$ cat src/rtl/asp_params.svh
`ifndef ASP_PARAMS_SVH
`define ASP_PARAMS_SVH
// register indices on the plain port
`define ASP_A_DATA 4'h0
`define ASP_A_IER 4'h1
`define ASP_A_FCR 4'h2
`define ASP_A_LCR 4'h3
`define ASP_A_MCR 4'h4
`define ASP_A_LSR 4'h5
`define ASP_A_MSR 4'h6
`define ASP_A_DLL 4'h7
`define ASP_A_DLH 4'h8
// field positions
`define ASP_IER_MSI 3
`define ASP_IER_NRZ 5
`define ASP_IER_UUE 6
`define ASP_IER_DMA 7
`define ASP_FCR_FEN 0
`define ASP_LCR_STB 2
`define ASP_LCR_PEN 3
`define ASP_LCR_EPS 4
`define ASP_LCR_BRK 5
`define ASP_LCR_FPE 6
`define ASP_LCR_FFE 7
`define ASP_MCR_DTR 0
`define ASP_MCR_RTS 1
`define ASP_MCR_LOOP 4
`define ASP_MCR_AFE 5
// reset values and timing
`define ASP_DIV_RST 16'h0001
`define ASP_BIT_LAST 4'hf
`define ASP_MID_A 4'h7
`define ASP_MID_B 4'h8
`define ASP_MID_C 4'h9
`define ASP_STOP1 5'h0f
`define ASP_STOP15 5'h17
`define ASP_STOP2 5'h1f
`endif

$ cat src/rtl/asp_pkg.sv
package asp_pkg;
	typedef enum {ASP_FULL, ASP_WIRELESS, ASP_BASIC} asp_variant_t;
	typedef enum {TX_IDLE, TX_START, TX_DATA, TX_PAR, TX_STOP} asp_tx_t;
	typedef enum {RX_IDLE, RX_START, RX_DATA, RX_PAR, RX_STOP} asp_rx_t;
endpackage

$ cat src/rtl/asp_top.sv
`timescale 1ns/100ps
`include "asp_params.svh"
// Operation
// RQ1 - divisor 1..65535 makes the 16x tick for both directions
// RQ2 - fifo mode queues 64 characters each way
// RQ3 - without fifo mode each way holds one character
// RQ4 - five to eight data bits per character
// RQ5 - even, odd or no parity, checked on receive
// RQ6 - one, one and a half or two stop bits sent
// RQ7 - break can be sent and is detected on receive
// RQ8 - loopback feeds transmitter into receiver internally
// RQ9 - software can force break, parity and framing errors
// RQ10 - serial output is high from reset
// RQ11 - status bit 4 reads inverse of clear to send pin
// RQ12 - clear to send change flag, cleared by status read
// RQ13 - data set ready and carrier states and change flags
// RQ14 - enabled modem interrupt on any modem state change; ring indicator flags only its trailing edge, not its assertion
// RQ15 - without auto flow clear to send does not gate sending
// RQ16 - auto flow checks clear to send before each character
// RQ17 - carrier detect never affects the receiver
// RQ18 - auto flow drives request to send from receive fill
// RQ19 - programmable receive trigger level for service
// RQ20 - separate transmit and receive dma requests
// RQ21 - disabled port raises no interrupt
// RQ22 - variant decides which modem pins exist
// RQ23 - start bit, data lsb first, parity, stop bits
// RQ24 - three samples around bit middle at 16x
// RQ25 - request to send on above trigger, off at or below
// RQ26 - optional nrz coding of data bits both ways
// RQ27 - start bit high at mid bit is a false start
// RQ28 - framing error on low stop, overrun when storage full
module asp_top #(
	parameter asp_pkg::asp_variant_t VARIANT = asp_pkg::ASP_FULL,
	parameter int                    DEPTH   = 64
)(
	input  wire logic       I_CLK,
	input  wire logic       I_RESETN,
	input  wire logic [3:0] I_ADDR,
	input  wire logic [7:0] I_WDATA,
	input  wire logic       I_WR,
	input  wire logic       I_RD,
	output logic      [7:0] O_RDATA,
	input  wire logic       I_RXD,
	output logic            O_TXD,
	input  wire logic       I_CTS_N,
	output logic            O_RTS_N,
	input  wire logic       I_DSR_N,
	input  wire logic       I_DCD_N,
	input  wire logic       I_RI_N,
	output logic            O_DTR_N,
	output logic            O_TX_DMA_REQ,
	output logic            O_RX_DMA_REQ,
	output logic            O_MODEM_IRQ
);
	localparam int AW = $clog2(DEPTH);
	localparam logic [AW:0] FULLN = (AW+1)'(DEPTH);
	localparam logic [AW:0] HALFN = (AW+1)'(DEPTH / 2);
	localparam bit HAS_FLOW = VARIANT != asp_pkg::ASP_BASIC; // RQ22
	localparam bit HAS_MDM = VARIANT == asp_pkg::ASP_FULL; // RQ22

	logic [7:0]  ier_reg;
	logic [7:0]  fcr_reg;
	logic [7:0]  lcr_reg;
	logic [7:0]  mcr_reg;
	logic [15:0] div_reg;
	logic [15:0] baud_cnt_reg;
	logic        tick;
	logic        en;
	logic        loop;
	logic        afe;
	logic        fen;
	logic        nrz;
	logic [1:0]  wl;
	logic [5:0]  trig;
	logic [AW:0] lim;

	assign en = ier_reg[`ASP_IER_UUE];
	assign nrz = ier_reg[`ASP_IER_NRZ];
	assign loop = mcr_reg[`ASP_MCR_LOOP];
	assign afe = mcr_reg[`ASP_MCR_AFE];
	assign fen = fcr_reg[`ASP_FCR_FEN];
	assign wl = lcr_reg[1:0];
	assign trig = fcr_reg[7:2];
	assign lim = fen ? FULLN : (AW+1)'(1); // RQ2 RQ3

	// software-written control registers
	always_ff @(posedge I_CLK)
	begin
		if (!I_RESETN)
		begin
			ier_reg <= 8'h00;
			fcr_reg <= 8'h00;
			lcr_reg <= 8'h00;
			mcr_reg <= 8'h00;
			div_reg <= `ASP_DIV_RST;
		end
		else if (I_WR)
		begin
			if (I_ADDR == `ASP_A_IER)
				ier_reg <= I_WDATA;
			else if (I_ADDR == `ASP_A_FCR)
				fcr_reg <= I_WDATA;
			else if (I_ADDR == `ASP_A_LCR)
				lcr_reg <= I_WDATA;
			else if (I_ADDR == `ASP_A_MCR)
				mcr_reg <= I_WDATA;
			else if (I_ADDR == `ASP_A_DLL)
				div_reg[7:0] <= I_WDATA;
			else if (I_ADDR == `ASP_A_DLH)
				div_reg[15:8] <= I_WDATA;
		end
	end

	// 16x tick; a divisor of zero behaves as one
	assign tick = (baud_cnt_reg + 16'h0001) >= div_reg; // RQ1
	always_ff @(posedge I_CLK)
	begin
		if (!I_RESETN || tick)
			baud_cnt_reg <= 16'h0000;
		else
			baud_cnt_reg <= baud_cnt_reg + 16'h0001;
	end

	// modem pin states, absent pins read inactive
	logic cts;
	logic dsr;
	logic dcd;
	logic ri;
	assign cts = HAS_FLOW && !I_CTS_N; // RQ11 RQ22
	assign dsr = HAS_MDM && !I_DSR_N; // RQ13
	assign dcd = HAS_MDM && !I_DCD_N; // RQ13 RQ17
	assign ri = HAS_MDM && !I_RI_N;

	// transmit queue, one slot when fifo mode is off
	logic [7:0]  tx_mem [DEPTH];
	logic [AW-1:0] tx_wp_reg;
	logic [AW-1:0] tx_rp_reg;
	logic [AW:0] tx_cnt_reg;
	logic        tx_push;
	logic        tx_pop;
	assign tx_push = I_WR && I_ADDR == `ASP_A_DATA && tx_cnt_reg < lim;
	always_ff @(posedge I_CLK)
	begin
		if (tx_push)
			tx_mem[tx_wp_reg] <= I_WDATA;
	end
	always_ff @(posedge I_CLK)
	begin
		if (!I_RESETN)
		begin
			tx_wp_reg <= '0;
			tx_rp_reg <= '0;
			tx_cnt_reg <= '0;
		end
		else
		begin
			if (tx_push)
				tx_wp_reg <= tx_wp_reg + 1'b1;
			if (tx_pop)
				tx_rp_reg <= tx_rp_reg + 1'b1;
			if (tx_push && !tx_pop)
				tx_cnt_reg <= tx_cnt_reg + 1'b1;
			else if (tx_pop && !tx_push)
				tx_cnt_reg <= tx_cnt_reg - 1'b1;
		end
	end

	// transmitter; data bits may be nrz coded against the line
	asp_pkg::asp_tx_t tx_st_reg;
	logic [4:0] tx_tk_reg;
	logic [2:0] tx_bit_reg;
	logic [7:0] tx_sh_reg;
	logic       txd_reg;
	logic       tx_go;
	logic [7:0] mask;
	logic       tx_par;
	logic [4:0] stop_last;
	logic       tx_b;
	assign mask = 8'hff >> (2'd3 - wl);
	assign tx_par = ^(tx_sh_reg & mask) ^ ~lcr_reg[`ASP_LCR_EPS]; // RQ5
	assign stop_last = !lcr_reg[`ASP_LCR_STB] ? `ASP_STOP1 :
		(wl == 2'd0 ? `ASP_STOP15 : `ASP_STOP2); // RQ6
	// cts only gates the start in auto flow mode
	assign tx_go = en && tx_cnt_reg != '0 && (!afe || cts); // RQ15 RQ16
	assign tx_pop = tick && tx_st_reg == asp_pkg::TX_IDLE && tx_go;
	assign tx_b = tx_sh_reg[tx_bit_reg + 3'd1];
	always_ff @(posedge I_CLK)
	begin
		if (!I_RESETN)
		begin
			tx_st_reg <= asp_pkg::TX_IDLE;
			tx_tk_reg <= 5'h00;
			tx_bit_reg <= 3'h0;
			tx_sh_reg <= 8'h00;
			txd_reg <= 1'b1;
		end
		else if (tick)
		begin
			tx_tk_reg <= tx_tk_reg + 5'h01;
			case (tx_st_reg)
			asp_pkg::TX_IDLE:
			begin
				txd_reg <= 1'b1;
				tx_tk_reg <= 5'h00;
				if (tx_go)
				begin
					tx_sh_reg <= tx_mem[tx_rp_reg];
					tx_st_reg <= asp_pkg::TX_START; // RQ23
					txd_reg <= 1'b0;
				end
			end
			asp_pkg::TX_START:
				if (tx_tk_reg[3:0] == `ASP_BIT_LAST)
				begin
					tx_tk_reg <= 5'h00;
					tx_bit_reg <= 3'h0;
					tx_st_reg <= asp_pkg::TX_DATA;
					txd_reg <= nrz ? tx_sh_reg[0] : tx_sh_reg[0]; // RQ26
				end
			asp_pkg::TX_DATA:
				if (tx_tk_reg[3:0] == `ASP_BIT_LAST)
				begin
					tx_tk_reg <= 5'h00;
					if (tx_bit_reg == {1'b1, wl})
					begin
						tx_st_reg <= lcr_reg[`ASP_LCR_PEN] ?
							asp_pkg::TX_PAR : asp_pkg::TX_STOP;
						txd_reg <= lcr_reg[`ASP_LCR_PEN] ? tx_par : 1'b1;
					end
					else
					begin
						tx_bit_reg <= tx_bit_reg + 3'd1;
						txd_reg <= nrz ? txd_reg ^ tx_b : tx_b; // RQ26
					end
				end
			asp_pkg::TX_PAR:
				if (tx_tk_reg[3:0] == `ASP_BIT_LAST)
				begin
					tx_tk_reg <= 5'h00;
					tx_st_reg <= asp_pkg::TX_STOP;
					txd_reg <= 1'b1;
				end
			default:
				if (tx_tk_reg == stop_last)
					tx_st_reg <= asp_pkg::TX_IDLE;
			endcase
		end
	end

	// line after break forcing; loopback keeps the pin idle
	logic line;
	assign line = txd_reg && !lcr_reg[`ASP_LCR_BRK]; // RQ7 RQ9
	always_ff @(posedge I_CLK)
	begin
		if (!I_RESETN)
			O_TXD <= 1'b1; // RQ10
		else
			O_TXD <= loop ? 1'b1 : line; // RQ8
	end

	// receiver, three samples at ticks 7, 8 and 9 voted
	logic rx_in;
	assign rx_in = loop ? line : I_RXD; // RQ8
	asp_pkg::asp_rx_t rx_st_reg;
	logic [3:0]  rx_tk_reg;
	logic [2:0]  rx_bit_reg;
	logic [7:0]  rx_d_reg;
	logic [1:0]  rx_s_reg;
	logic        rx_prev_reg;
	logic        rx_zero_reg;
	logic        rx_pe_reg;
	logic        maj;
	logic        mid;
	logic        rx_push;
	logic [10:0] rx_word;
	assign maj = (rx_s_reg[0] & rx_s_reg[1]) | (rx_s_reg[0] & rx_in) |
		(rx_s_reg[1] & rx_in); // RQ24
	assign mid = tick && rx_tk_reg == `ASP_MID_C;
	assign rx_push = mid && rx_st_reg == asp_pkg::RX_STOP;
	// break: every sample of the frame low, stop included
	assign rx_word = {rx_zero_reg && !maj, // RQ7
		!maj || lcr_reg[`ASP_LCR_FFE], // RQ28 RQ9
		rx_pe_reg || lcr_reg[`ASP_LCR_FPE], rx_d_reg}; // RQ5 RQ9
	always_ff @(posedge I_CLK)
	begin
		if (!I_RESETN)
		begin
			rx_st_reg <= asp_pkg::RX_IDLE;
			rx_tk_reg <= 4'h0;
			rx_bit_reg <= 3'h0;
			rx_d_reg <= 8'h00;
			rx_s_reg <= 2'h3;
			rx_prev_reg <= 1'b0;
			rx_zero_reg <= 1'b1;
			rx_pe_reg <= 1'b0;
		end
		else if (tick)
		begin
			rx_tk_reg <= rx_tk_reg + 4'h1;
			if (rx_tk_reg == `ASP_MID_A || rx_tk_reg == `ASP_MID_B)
				rx_s_reg <= {rx_s_reg[0], rx_in};
			case (rx_st_reg)
			asp_pkg::RX_IDLE:
			begin
				rx_tk_reg <= 4'h0;
				rx_d_reg <= 8'h00;
				rx_prev_reg <= 1'b0;
				rx_zero_reg <= 1'b1;
				rx_pe_reg <= 1'b0;
				if (en && !rx_in)
					rx_st_reg <= asp_pkg::RX_START; // RQ23
			end
			asp_pkg::RX_START:
				if (rx_tk_reg == `ASP_MID_C && maj)
					rx_st_reg <= asp_pkg::RX_IDLE; // RQ27
				else if (rx_tk_reg == `ASP_BIT_LAST)
				begin
					rx_bit_reg <= 3'h0;
					rx_st_reg <= asp_pkg::RX_DATA;
				end
			asp_pkg::RX_DATA:
			begin
				if (rx_tk_reg == `ASP_MID_C)
				begin
					rx_d_reg[rx_bit_reg] <= nrz ? maj ^ rx_prev_reg : maj; // RQ26
					rx_prev_reg <= maj;
					rx_zero_reg <= rx_zero_reg && !maj;
				end
				if (rx_tk_reg == `ASP_BIT_LAST)
				begin
					if (rx_bit_reg == {1'b1, wl}) // RQ4
						rx_st_reg <= lcr_reg[`ASP_LCR_PEN] ?
							asp_pkg::RX_PAR : asp_pkg::RX_STOP;
					else
						rx_bit_reg <= rx_bit_reg + 3'd1;
				end
			end
			asp_pkg::RX_PAR:
			begin
				if (rx_tk_reg == `ASP_MID_C)
				begin
					rx_pe_reg <= maj != (^rx_d_reg ^ ~lcr_reg[`ASP_LCR_EPS]); // RQ5
					rx_zero_reg <= rx_zero_reg && !maj;
				end
				if (rx_tk_reg == `ASP_BIT_LAST)
					rx_st_reg <= asp_pkg::RX_STOP;
			end
			default:
				// resync early: back to hunting after the stop sample
				if (rx_tk_reg == `ASP_MID_C)
					rx_st_reg <= asp_pkg::RX_IDLE;
			endcase
		end
	end

	// receive queue holding flags beside each character
	logic [10:0]   rx_mem [DEPTH];
	logic [AW-1:0] rx_wp_reg;
	logic [AW-1:0] rx_rp_reg;
	logic [AW:0]   rx_cnt_reg;
	logic          rx_full;
	logic          rx_wr;
	logic          rx_pop;
	logic [10:0]   rx_front;
	assign rx_full = rx_cnt_reg >= lim; // RQ2 RQ3
	assign rx_wr = rx_push && !rx_full;
	assign rx_pop = I_RD && I_ADDR == `ASP_A_DATA && rx_cnt_reg != '0;
	assign rx_front = rx_mem[rx_rp_reg];
	always_ff @(posedge I_CLK)
	begin
		if (rx_wr)
			rx_mem[rx_wp_reg] <= rx_word;
	end
	always_ff @(posedge I_CLK)
	begin
		if (!I_RESETN)
		begin
			rx_wp_reg <= '0;
			rx_rp_reg <= '0;
			rx_cnt_reg <= '0;
		end
		else
		begin
			if (rx_wr)
				rx_wp_reg <= rx_wp_reg + 1'b1;
			if (rx_pop)
				rx_rp_reg <= rx_rp_reg + 1'b1;
			if (rx_wr && !rx_pop)
				rx_cnt_reg <= rx_cnt_reg + 1'b1;
			else if (rx_pop && !rx_wr)
				rx_cnt_reg <= rx_cnt_reg - 1'b1;
		end
	end

	// sticky line and modem flags; a new event beats the read clear
	logic       ovr_reg;
	logic [3:0] dlt_reg;
	logic [3:0] mst_reg;
	logic       lsr_rd;
	logic       msr_rd;
	logic [3:0] mnow;
	logic [3:0] chg;
	assign lsr_rd = I_RD && I_ADDR == `ASP_A_LSR;
	assign msr_rd = I_RD && I_ADDR == `ASP_A_MSR;
	assign mnow = {dcd, ri, dsr, cts};
	assign chg = {mnow[3] ^ mst_reg[3], mst_reg[2] & !ri,
		mnow[1:0] ^ mst_reg[1:0]}; // RQ12 RQ13
	always_ff @(posedge I_CLK)
	begin
		if (!I_RESETN)
		begin
			ovr_reg <= 1'b0;
			dlt_reg <= 4'h0;
			mst_reg <= 4'h0;
		end
		else
		begin
			ovr_reg <= (rx_push && rx_full) || (ovr_reg && !lsr_rd); // RQ28
			mst_reg <= mnow;
			dlt_reg <= chg | (msr_rd ? 4'h0 : dlt_reg); // RQ12 RQ13
		end
	end

	// read port, data valid only in the cycle after the strobe
	logic [7:0] lsr;
	assign lsr = {1'b0, tx_cnt_reg == '0 && tx_st_reg == asp_pkg::TX_IDLE,
		tx_cnt_reg <= (fen ? HALFN : '0), rx_front[10:8] & {3{rx_cnt_reg != '0}},
		ovr_reg, rx_cnt_reg != '0};
	always_ff @(posedge I_CLK)
	begin
		if (!I_RESETN || !I_RD)
			O_RDATA <= 8'h00;
		else if (I_ADDR == `ASP_A_DATA)
			O_RDATA <= rx_front[7:0];
		else if (I_ADDR == `ASP_A_IER)
			O_RDATA <= ier_reg;
		else if (I_ADDR == `ASP_A_FCR)
			O_RDATA <= fcr_reg;
		else if (I_ADDR == `ASP_A_LCR)
			O_RDATA <= lcr_reg;
		else if (I_ADDR == `ASP_A_MCR)
			O_RDATA <= mcr_reg;
		else if (I_ADDR == `ASP_A_LSR)
			O_RDATA <= lsr;
		else if (I_ADDR == `ASP_A_MSR)
			O_RDATA <= {mnow, dlt_reg}; // RQ11 RQ13
		else if (I_ADDR == `ASP_A_DLL)
			O_RDATA <= div_reg[7:0];
		else if (I_ADDR == `ASP_A_DLH)
			O_RDATA <= div_reg[15:8];
		else
			O_RDATA <= 8'h00;
	end

	// pins, dma requests and the modem interrupt
	always_ff @(posedge I_CLK)
	begin
		if (!I_RESETN)
		begin
			O_RTS_N <= 1'b1;
			O_DTR_N <= 1'b1;
			O_TX_DMA_REQ <= 1'b0;
			O_RX_DMA_REQ <= 1'b0;
			O_MODEM_IRQ <= 1'b0;
		end
		else
		begin
			if (!HAS_FLOW || loop)
				O_RTS_N <= 1'b1;
			else if (afe)
				O_RTS_N <= !(rx_cnt_reg > {1'b0, trig}); // RQ18 RQ25
			else
				O_RTS_N <= !mcr_reg[`ASP_MCR_RTS];
			O_DTR_N <= !(HAS_MDM && !loop && mcr_reg[`ASP_MCR_DTR]);
			O_TX_DMA_REQ <= ier_reg[`ASP_IER_DMA] && fen &&
				tx_cnt_reg < HALFN; // RQ20
			O_RX_DMA_REQ <= ier_reg[`ASP_IER_DMA] && fen &&
				rx_cnt_reg != '0 && rx_cnt_reg >= {1'b0, trig}; // RQ19 RQ20
			O_MODEM_IRQ <= en && ier_reg[`ASP_IER_MSI] &&
				dlt_reg != 4'h0; // RQ14 RQ21
		end
	end
endmodule

$ cat config.mk
export PLATFORM = sky130hd
export DESIGN_NAME = asp_top
export DESIGN_NICKNAME = d
export VERILOG_FILES = /design/src/rtl/asp_pkg.sv /design/src/rtl/asp_top.sv
export VERILOG_INCLUDE_DIRS = /design/src /design/src/rtl
export SDC_FILE = /design/constraint.sdc
export NUM_CORES = 2
export LEC_CHECK = 0
export BUFFER_PORTS_ARGS = -buffer_cell sky130_fd_sc_hd__buf_2
export CORE_MARGIN = 10
export CORE_UTILIZATION = 62
export DETAILED_ROUTE_END_ITERATION = 8
export PLACE_DENSITY = 0.85
export REMOVE_ABC_BUFFERS = 1
export SYNTH_ARGS = -nofsm -noshare
export SYNTH_HDL_FRONTEND = slang
export SYNTH_SLANG_ARGS = --single-unit
$ cat constraint.sdc
create_clock -name I_CLK -period 11.9 [get_ports I_CLK]
set_input_delay 0.595 -clock I_CLK [delete_from_list [all_inputs] [get_ports I_CLK]]
set_output_delay 0.595 -clock I_CLK [all_outputs]
set_load 0.02 [all_outputs]
Word-level counts from Yosys, hierarchy flattened
Memory sizes are Yosys's and may differ from the RTL's. A register that Yosys moved wholly into a read port is not among the register bits.
Index checks and enable logic that the tools add are counted.
{"block": "word_totals", "reg_bits": 218, "ram_bits": 1216, "inputBits": 21, "out_inout_bits": 14, "wordCells": 301, "mem_count": 2}
{"block": "op_classes", "add_sub_neg": 14, "order_cmp": 10, "eq_ne": 41, "shift": 1, "muxes": 76, "bitwise": 22, "reduce_logical": 100}
{"name": "rx_mem", "depth": 64, "word_bits": 11, "rd": 1, "rd_ports_with_merged_regs": 1, "wr": 1, "line": "asp_top.sv:357", "rtl": "logic [10:0] rx_mem [DEPTH];"}
{"name": "tx_mem", "depth": 64, "word_bits": 8, "rd": 1, "rd_ports_with_merged_regs": 1, "wr": 1, "line": "asp_top.sv:135", "rtl": "logic [7:0] tx_mem [DEPTH];"}
{"cell": "$mux 32", "count": 13}
{"cell": "$pmux 32 s4", "count": 2}
{"cell": "$eq 32x2->1 const B", "count": 4}
{"cell": "$logic_not 32->1", "count": 3}
{"cell": "$mux 8", "count": 10}
{"cell": "$eq 32x1->1 const B", "count": 2}
{"cell": "$mux 7", "count": 5}
{"cell": "$eq 32x4->1 const B", "count": 1}
{"cell": "$logic_and 1x1->1", "count": 32}
{"cell": "$ne 2x2->1 const B", "count": 15}
{"cell": "$add 6x1->6 const B", "count": 4}
{"cell": "$mux 3", "count": 8}
{"cell": "$logic_not 1->1", "count": 21}
{"cell": "$reduce_and 7->1", "count": 3}
{"cell": "$eq 4x3->1 const B", "count": 5}
{"cell": "$eq 4x4->1 const B", "count": 5}
{"cell": "$mux 1", "count": 19}
{"cell": "$mux 6", "count": 3}
{"cell": "$add 16x1->16 const B", "count": 1}
{"cell": "$ge 16x16->1", "count": 1}
{"cell": "$pmux 8 s2", "count": 1}
{"cell": "$reduce_xor 8->1", "count": 2}
{"cell": "$reduce_and 3->1", "count": 5}
{"cell": "$reduce_and 5->1", "count": 3}
{"cell": "other kinds (52)", "count": 96}

Depth between registers and ports, before layout
{"block": "depth", "depth_word": 11, "ltp_mapped": 24, "depth_no_buf": 22}

Worst setup path before layout
Ideal clock, no wire load.
{"block": "synth_path", "path_kind": "reg-to-reg", "startpoint": "register baud_cnt_reg[2]", "endpoint": "register tx_cnt_reg[6]", "setup_ns": 0.070, "arrival_ns": 4.647, "t_required_ns": 11.830, "slack_ns": 7.183, "stages_incl_launch_ff": 24, "n_path_buf": 2, "synth_period_minus_slack_ns": 4.717, "cell_sequence": "dfxtp_1 and3_1 and3_1 nand3_1 nor4_1 xor2_1 ha_1 nand4_1 a2111oi_2 a211oi_2 clkbuf_1 nor2_1 clkbuf_1 inv_1 ha_1 inv_1 ha_1 a21o_1 a21oi_1 o21bai_1 a21oi_1 xnor2_1 or3_1 a21oi_1"}
{"block": "synth_between", "elab_chain_cells": 7, "elab_cells_between_ends": 9, "cone_classes": "1 x add/sub; 1 x order compare; 1 x mux; 6 x reduce/logical"}
{"element": "start, declared", "line": "asp_top.sv:66", "rtl": "logic [15:0] baud_cnt_reg;"}
{"element": "start signal, assigned", "line": "asp_top.sv:121", "rtl": "baud_cnt_reg <= baud_cnt_reg + 16'h0001;"}
{"element": "$add 16x1->16 *", "line": "asp_top.sv:115", "rtl": "assign tick = (baud_cnt_reg + 16'h0001) >= div_reg;"}
{"element": "$ge 16x16->1 *", "line": "asp_top.sv:115"}
{"element": "$logic_and 1x1->1 * (2 in a row)", "line": "asp_top.sv:185", "rtl": "assign tx_pop = tick && tx_st_reg == asp_pkg::TX_IDLE && tx_go;"}
{"element": "$logic_not 1->1", "line": "asp_top.sv:161", "rtl": "if (tx_push && !tx_pop)"}
{"element": "$logic_and 1x1->1", "line": "asp_top.sv:161"}
{"element": "$mux 7 / $reduce_bool 2->1 (equally long branches)"}
{"element": "end signal, assigned", "line": "asp_top.sv:162", "rtl": "tx_cnt_reg <= tx_cnt_reg + 1'b1;"}
{"element": "end signal, assigned", "line": "asp_top.sv:164", "rtl": "tx_cnt_reg <= tx_cnt_reg - 1'b1;"}
{"element": "end, declared", "line": "asp_top.sv:138", "rtl": "logic [AW:0] tx_cnt_reg;"}
Mark *: on every way between the ends. The rest lies on a longest branch, timed or not.
A chain may end at the register's enable or synchronous reset.

Worst setup path after layout
{"block": "layout_path", "startpoint": "register baud_cnt_reg[2]", "endpoint": "memory rx_mem[62][0], enable pin"}
{"block": "layout_between", "elab_chain_cells": 7}
{"element": "$add 16x1->16", "line": "asp_top.sv:115"}
{"element": "$ge 16x16->1", "line": "asp_top.sv:115"}
{"element": "$logic_and 1x1->1 (no source line)"}
{"element": "$logic_and 1x1->1", "line": "asp_top.sv:279", "rtl": "assign rx_push = mid && rx_st_reg == asp_pkg::RX_STOP;"}
{"element": "$logic_and 1x1->1", "line": "asp_top.sv:366", "rtl": "assign rx_wr = rx_push && !rx_full;"}
{"element": "$mux 1", "line": "asp_top.sv:371", "rtl": "if (rx_wr)"}
{"element": "$mux 1 (implied by the code)", "line": "asp_top.sv:372", "rtl": "rx_mem[rx_wp_reg] <= rx_word;"}
{"element": "end, declared", "line": "asp_top.sv:357"}
Every way passes these cells.

==> impl_results.md <==
* Status: finished, violations left
* Failing checks: DRC
* Req. time, crit path at 12270 ps
* Clock Latency Late Sink at 780 ps
* Post-Syn Instances at between 3000 and 4000
* Layout fillers at around 5200
* H-Tree Depth at 4
* Final period util at 53.3%
* Die ar. at 0.103 mm²
* Syn Std Cell Area at 0.0561 mm²
* Initial drt markers at 5233
* Placer Congestion at 0.914
* Critical path's largest stage delay at 1260 ps
* Area growth syn-to-layout at 9.63%
* Crit Reg-Reg Startpoint: baud_cnt_reg[2]$_SDFF_PP0_
* PD cells at 158 mW/mm²
* Final min period at 6340 ps
* Core ar. at roughly 0.090 mm²
* Max-cap check violation count at 0
* Hold crit path type: in2reg
* Slew Viols, Final at 0
* Post-DR vias/cell at 7.09
* Largest net degree at the start of global routing at between 100 and 150
* Critical path depth in cells at 13
* Nets at 3290
* Leak pwr at between 15 and 20 nW
* Worst-path fanout max at 50
* Unique masters post-synth at 83
* Synth warnings at 0
* Drt wl/cell at 32.2 µm
* Top FF cell, synth: edfxtp_1
* Resized cells post-CTS at 0
* TritonCTS Buffers at 135
* CTS tree: yes
* Worst path bufs/invs at 1
* FF/Latch Area at between 0.04 and 0.05 mm²
* All-Layer GR Usage at between 20% and 30%
* Syn Area/Cell at 17.6 µm²
* Most frequent cell after synthesis: edfxtp_1
* Slowest CP cell: nor2_1
* Num Clock Sinks at approximately 1400
* WS Path Type: reg2reg
* Vias in the first global route at 32200
* TNS Setup at 0 ps
* PortBufs at 34
* Register area share after synthesis at a little under three quarters
* GRT Residual Overflow at 0
* Crit path DAT at 6710 ps
* Reg-to-reg critical path endpoint: rx_mem[62][0]$_DFFE_PP_
* Top flop regs: rx_mem (704), tx_mem (512)
* Post-CTS Hold Fix Bufs at 0
* First-pass DRT Iterations at 9
* CP delay by family, top: simple AND/OR/NAND/NOR gates
* HPWL after DPL at 79300 µm
* Yosys top cell area share at 65.1%
* Hold path startpoint: I_DSR_N
* Slew HR at roughly a fifth
* Setup crit start kind: flip-flop
* Root Driver: clkbuf_16
* Max reg flops at 704
* Async SR Flop Fraction at 0%
* Total Wirelength at 145000 µm
* Post-route ant nets at 0
* IR drop worst, VDD at 0.162 mV
* Most frequent cells after synthesis: edfxtp_1, mux4_2, nor2_1, dfxtp_1, nand2_1
* Reg2Reg Depth at 13
* Largest register by flop count: rx_mem
* Crit. End Element: flip-flop
* Setup bufs post-CTS at 0
* Area of the multi-input gates at 0.0150 mm²
* #FFs+latches synth at about 1400
* Cell taking the most area after synthesis: edfxtp_1
* Initial core utilization at between 60 and 70%
* Max Buffers Root-to-Sink at 3
* First-pass GRT wire length at 215000 µm
* Area contributors post-synth: edfxtp_1, mux4_2, dfxtp_1
* FMAX at 158 MHz
* Ordered list of cells on the worst path: and3_1, and3_1, nand3_1, nor4_1, xor2_1, ha_1, nand4_1, a2111oi_2, a211oi_4, buf_4, nor4_2, nand4_1, nor2_1
* FF-to-FF setup slack at 5560 ps
* Rows at 110
* Initial antenna violation count at 4
* Drc violations at 30
* Worst Max-Slew Pin Slew at 1210 ps
* IO Count at 35
* Endpoints failing setup at 0
* Total Power at 9.71 mW
* Worst-path clk slew at 60 ps
* RSZ-0062 raised after global routing: false
* EDFF count, synth at 1216
* Via Count at 31900
* Final hold vios at 0
* Hold Path Depth at 2
* Layout cells sized above 1 at 19.1%
* Worst-case clock skew at about 37 ps
* Hold path endpoint: mst_reg[1]$_SDFF_PN0_
* Die extent in y at 321 µm
* Horiz. Die Dim at between 300 and 400 µm
==> placed cells by master (no fill, tap or decap), drive strengths merged, types with 9 or more instances in the layout <==
cell type / count
a211oi: 15
mux4: 313
a21oi: 115
nand3b: 13
o22ai: 24
a21o: 13
a2111oi: 9
nand4: 16
nor2: 280
and3: 15
buf: 75
ha: 51
clkbuf: 171
a31oi: 12
a22oi: 78
nor2b: 28
edfxtp: 1216
nand2: 121
clkinv: 60
nand3: 53
nor4: 16
nand2b: 24
mux2i: 98
o21ai: 55
inv: 58
xor2: 20
or3: 11
or2: 10
xnor2: 49
dfxtp: 174
nor3: 20
==> how the worst max path moves through the flow <==
stage | start | end | slack, ps
final | baud_cnt_reg[2]$_SDFF_PP0_ | rx_mem[62][0]$_DFFE_PP_ | 5560
after global routing | baud_cnt_reg[2]$_SDFF_PP0_ | rx_mem[62][0]$_DFFE_PP_ | 5660
after CTS | baud_cnt_reg[2]$_SDFF_PP0_ | rx_mem[62][0]$_DFFE_PP_ | 6030
after detailed placement | baud_cnt_reg[2]$_SDFF_PP0_ | tx_cnt_reg[6]$_SDFFE_PN0P_ | 6190
after global placement | baud_cnt_reg[2]$_SDFF_PP0_ | tx_cnt_reg[6]$_SDFFE_PN0P_ | 6500
after floorplan | flip-flop | O_RDATA[4]$_SDFF_PP0_ | 3680
==> final cells by class <==
| class | instances | share of cell area, % |
|---|---|---|
| Clock inverter | 79 | 1.17 |
| Antenna cell | 1 | 0.00407 |
| Multi-Input combinational cell | 1564 | 24.4 |
| Clock buffer | 171 | 5.82 |
| Inverter | 50 | 0.307 |
| Sequential cell | 1390 | 65.1 |
| Timing Repair Buffer | 75 | 0.818 |
| Tap cell | 1176 | 2.39 |
==> power by group <==
part / internal [mW] / switching [mW] / total [mW]
sequential: 5.26 / 0.0119 / 5.27
combinational: 0.0562 / 0.157 / 0.213
clock: 2.33 / 1.89 / 4.22
total: 7.65 / 2.06 / 9.71
==> cell families (layout without fill, tap and decap cells) <==
| logic type | after synthesis | count (layout) | share of synthesized area (%) |
|---|---|---|---|
| flops | 1390 | 1390 | 71.3 |
| fa+ha+maj | 53 | 53 | 1.21 |
| compound gates | 387 | 387 | 4.57 |
| mux | 417 | 417 | 14.4 |
| buf+inv | 227 | 375 | 1.98 |
| xor+xnor | 69 | 69 | 1.08 |
| other cells | 0 | 1 | 0 |
| simple gates | 638 | 638 | 5.38 |
==> metrics by stage <==
step / instances / cell area (µm²) / util [%] / setup WS (ps) / hold slack, ps
2_1_floorplan: 3004 / 55100 / - / 3680 / 366
3_3_place_gp: 4255 / 57200 / 63.6 / 6500 / 394
3_5_place_dp: 4255 / 57200 / 63.6 / 6190 / 417
4_1_cts: 4505 / 61500 / 68.4 / 6030 / 10.6
5_1_grt: 4505 / 61500 / 68.4 / 5660 / 32.1
6_report: 4506 / 61500 / 68.4 / 5560 / 39.2
==> worst reg2reg max path, stage by stage (launching register included) <==
cell and delay (ps):
dfxtp_1 390, and3_1 220, and3_1 240, nand3_1 140
nor4_1 400, xor2_1 160, ha_1 360, nand4_1 150
a2111oi_2 420, a211oi_4 120, buf_4 320, nor4_2 710
nand4_1 1060, nor2_1 1270
==> routing by layer <==
layer  wire length (µm)  share of wire, %  up-vias  GRT usage, %
met1              48800                34    16000          35.3
met3              16200                11      542          6.76
met2              71200                49     2629          46.0
li1                   -                 -    12700             -
met5                 31             0.021        -             0
met4               8770               6.0        6          14.7
No activity file was read; power rests on OpenSTA's default activity.
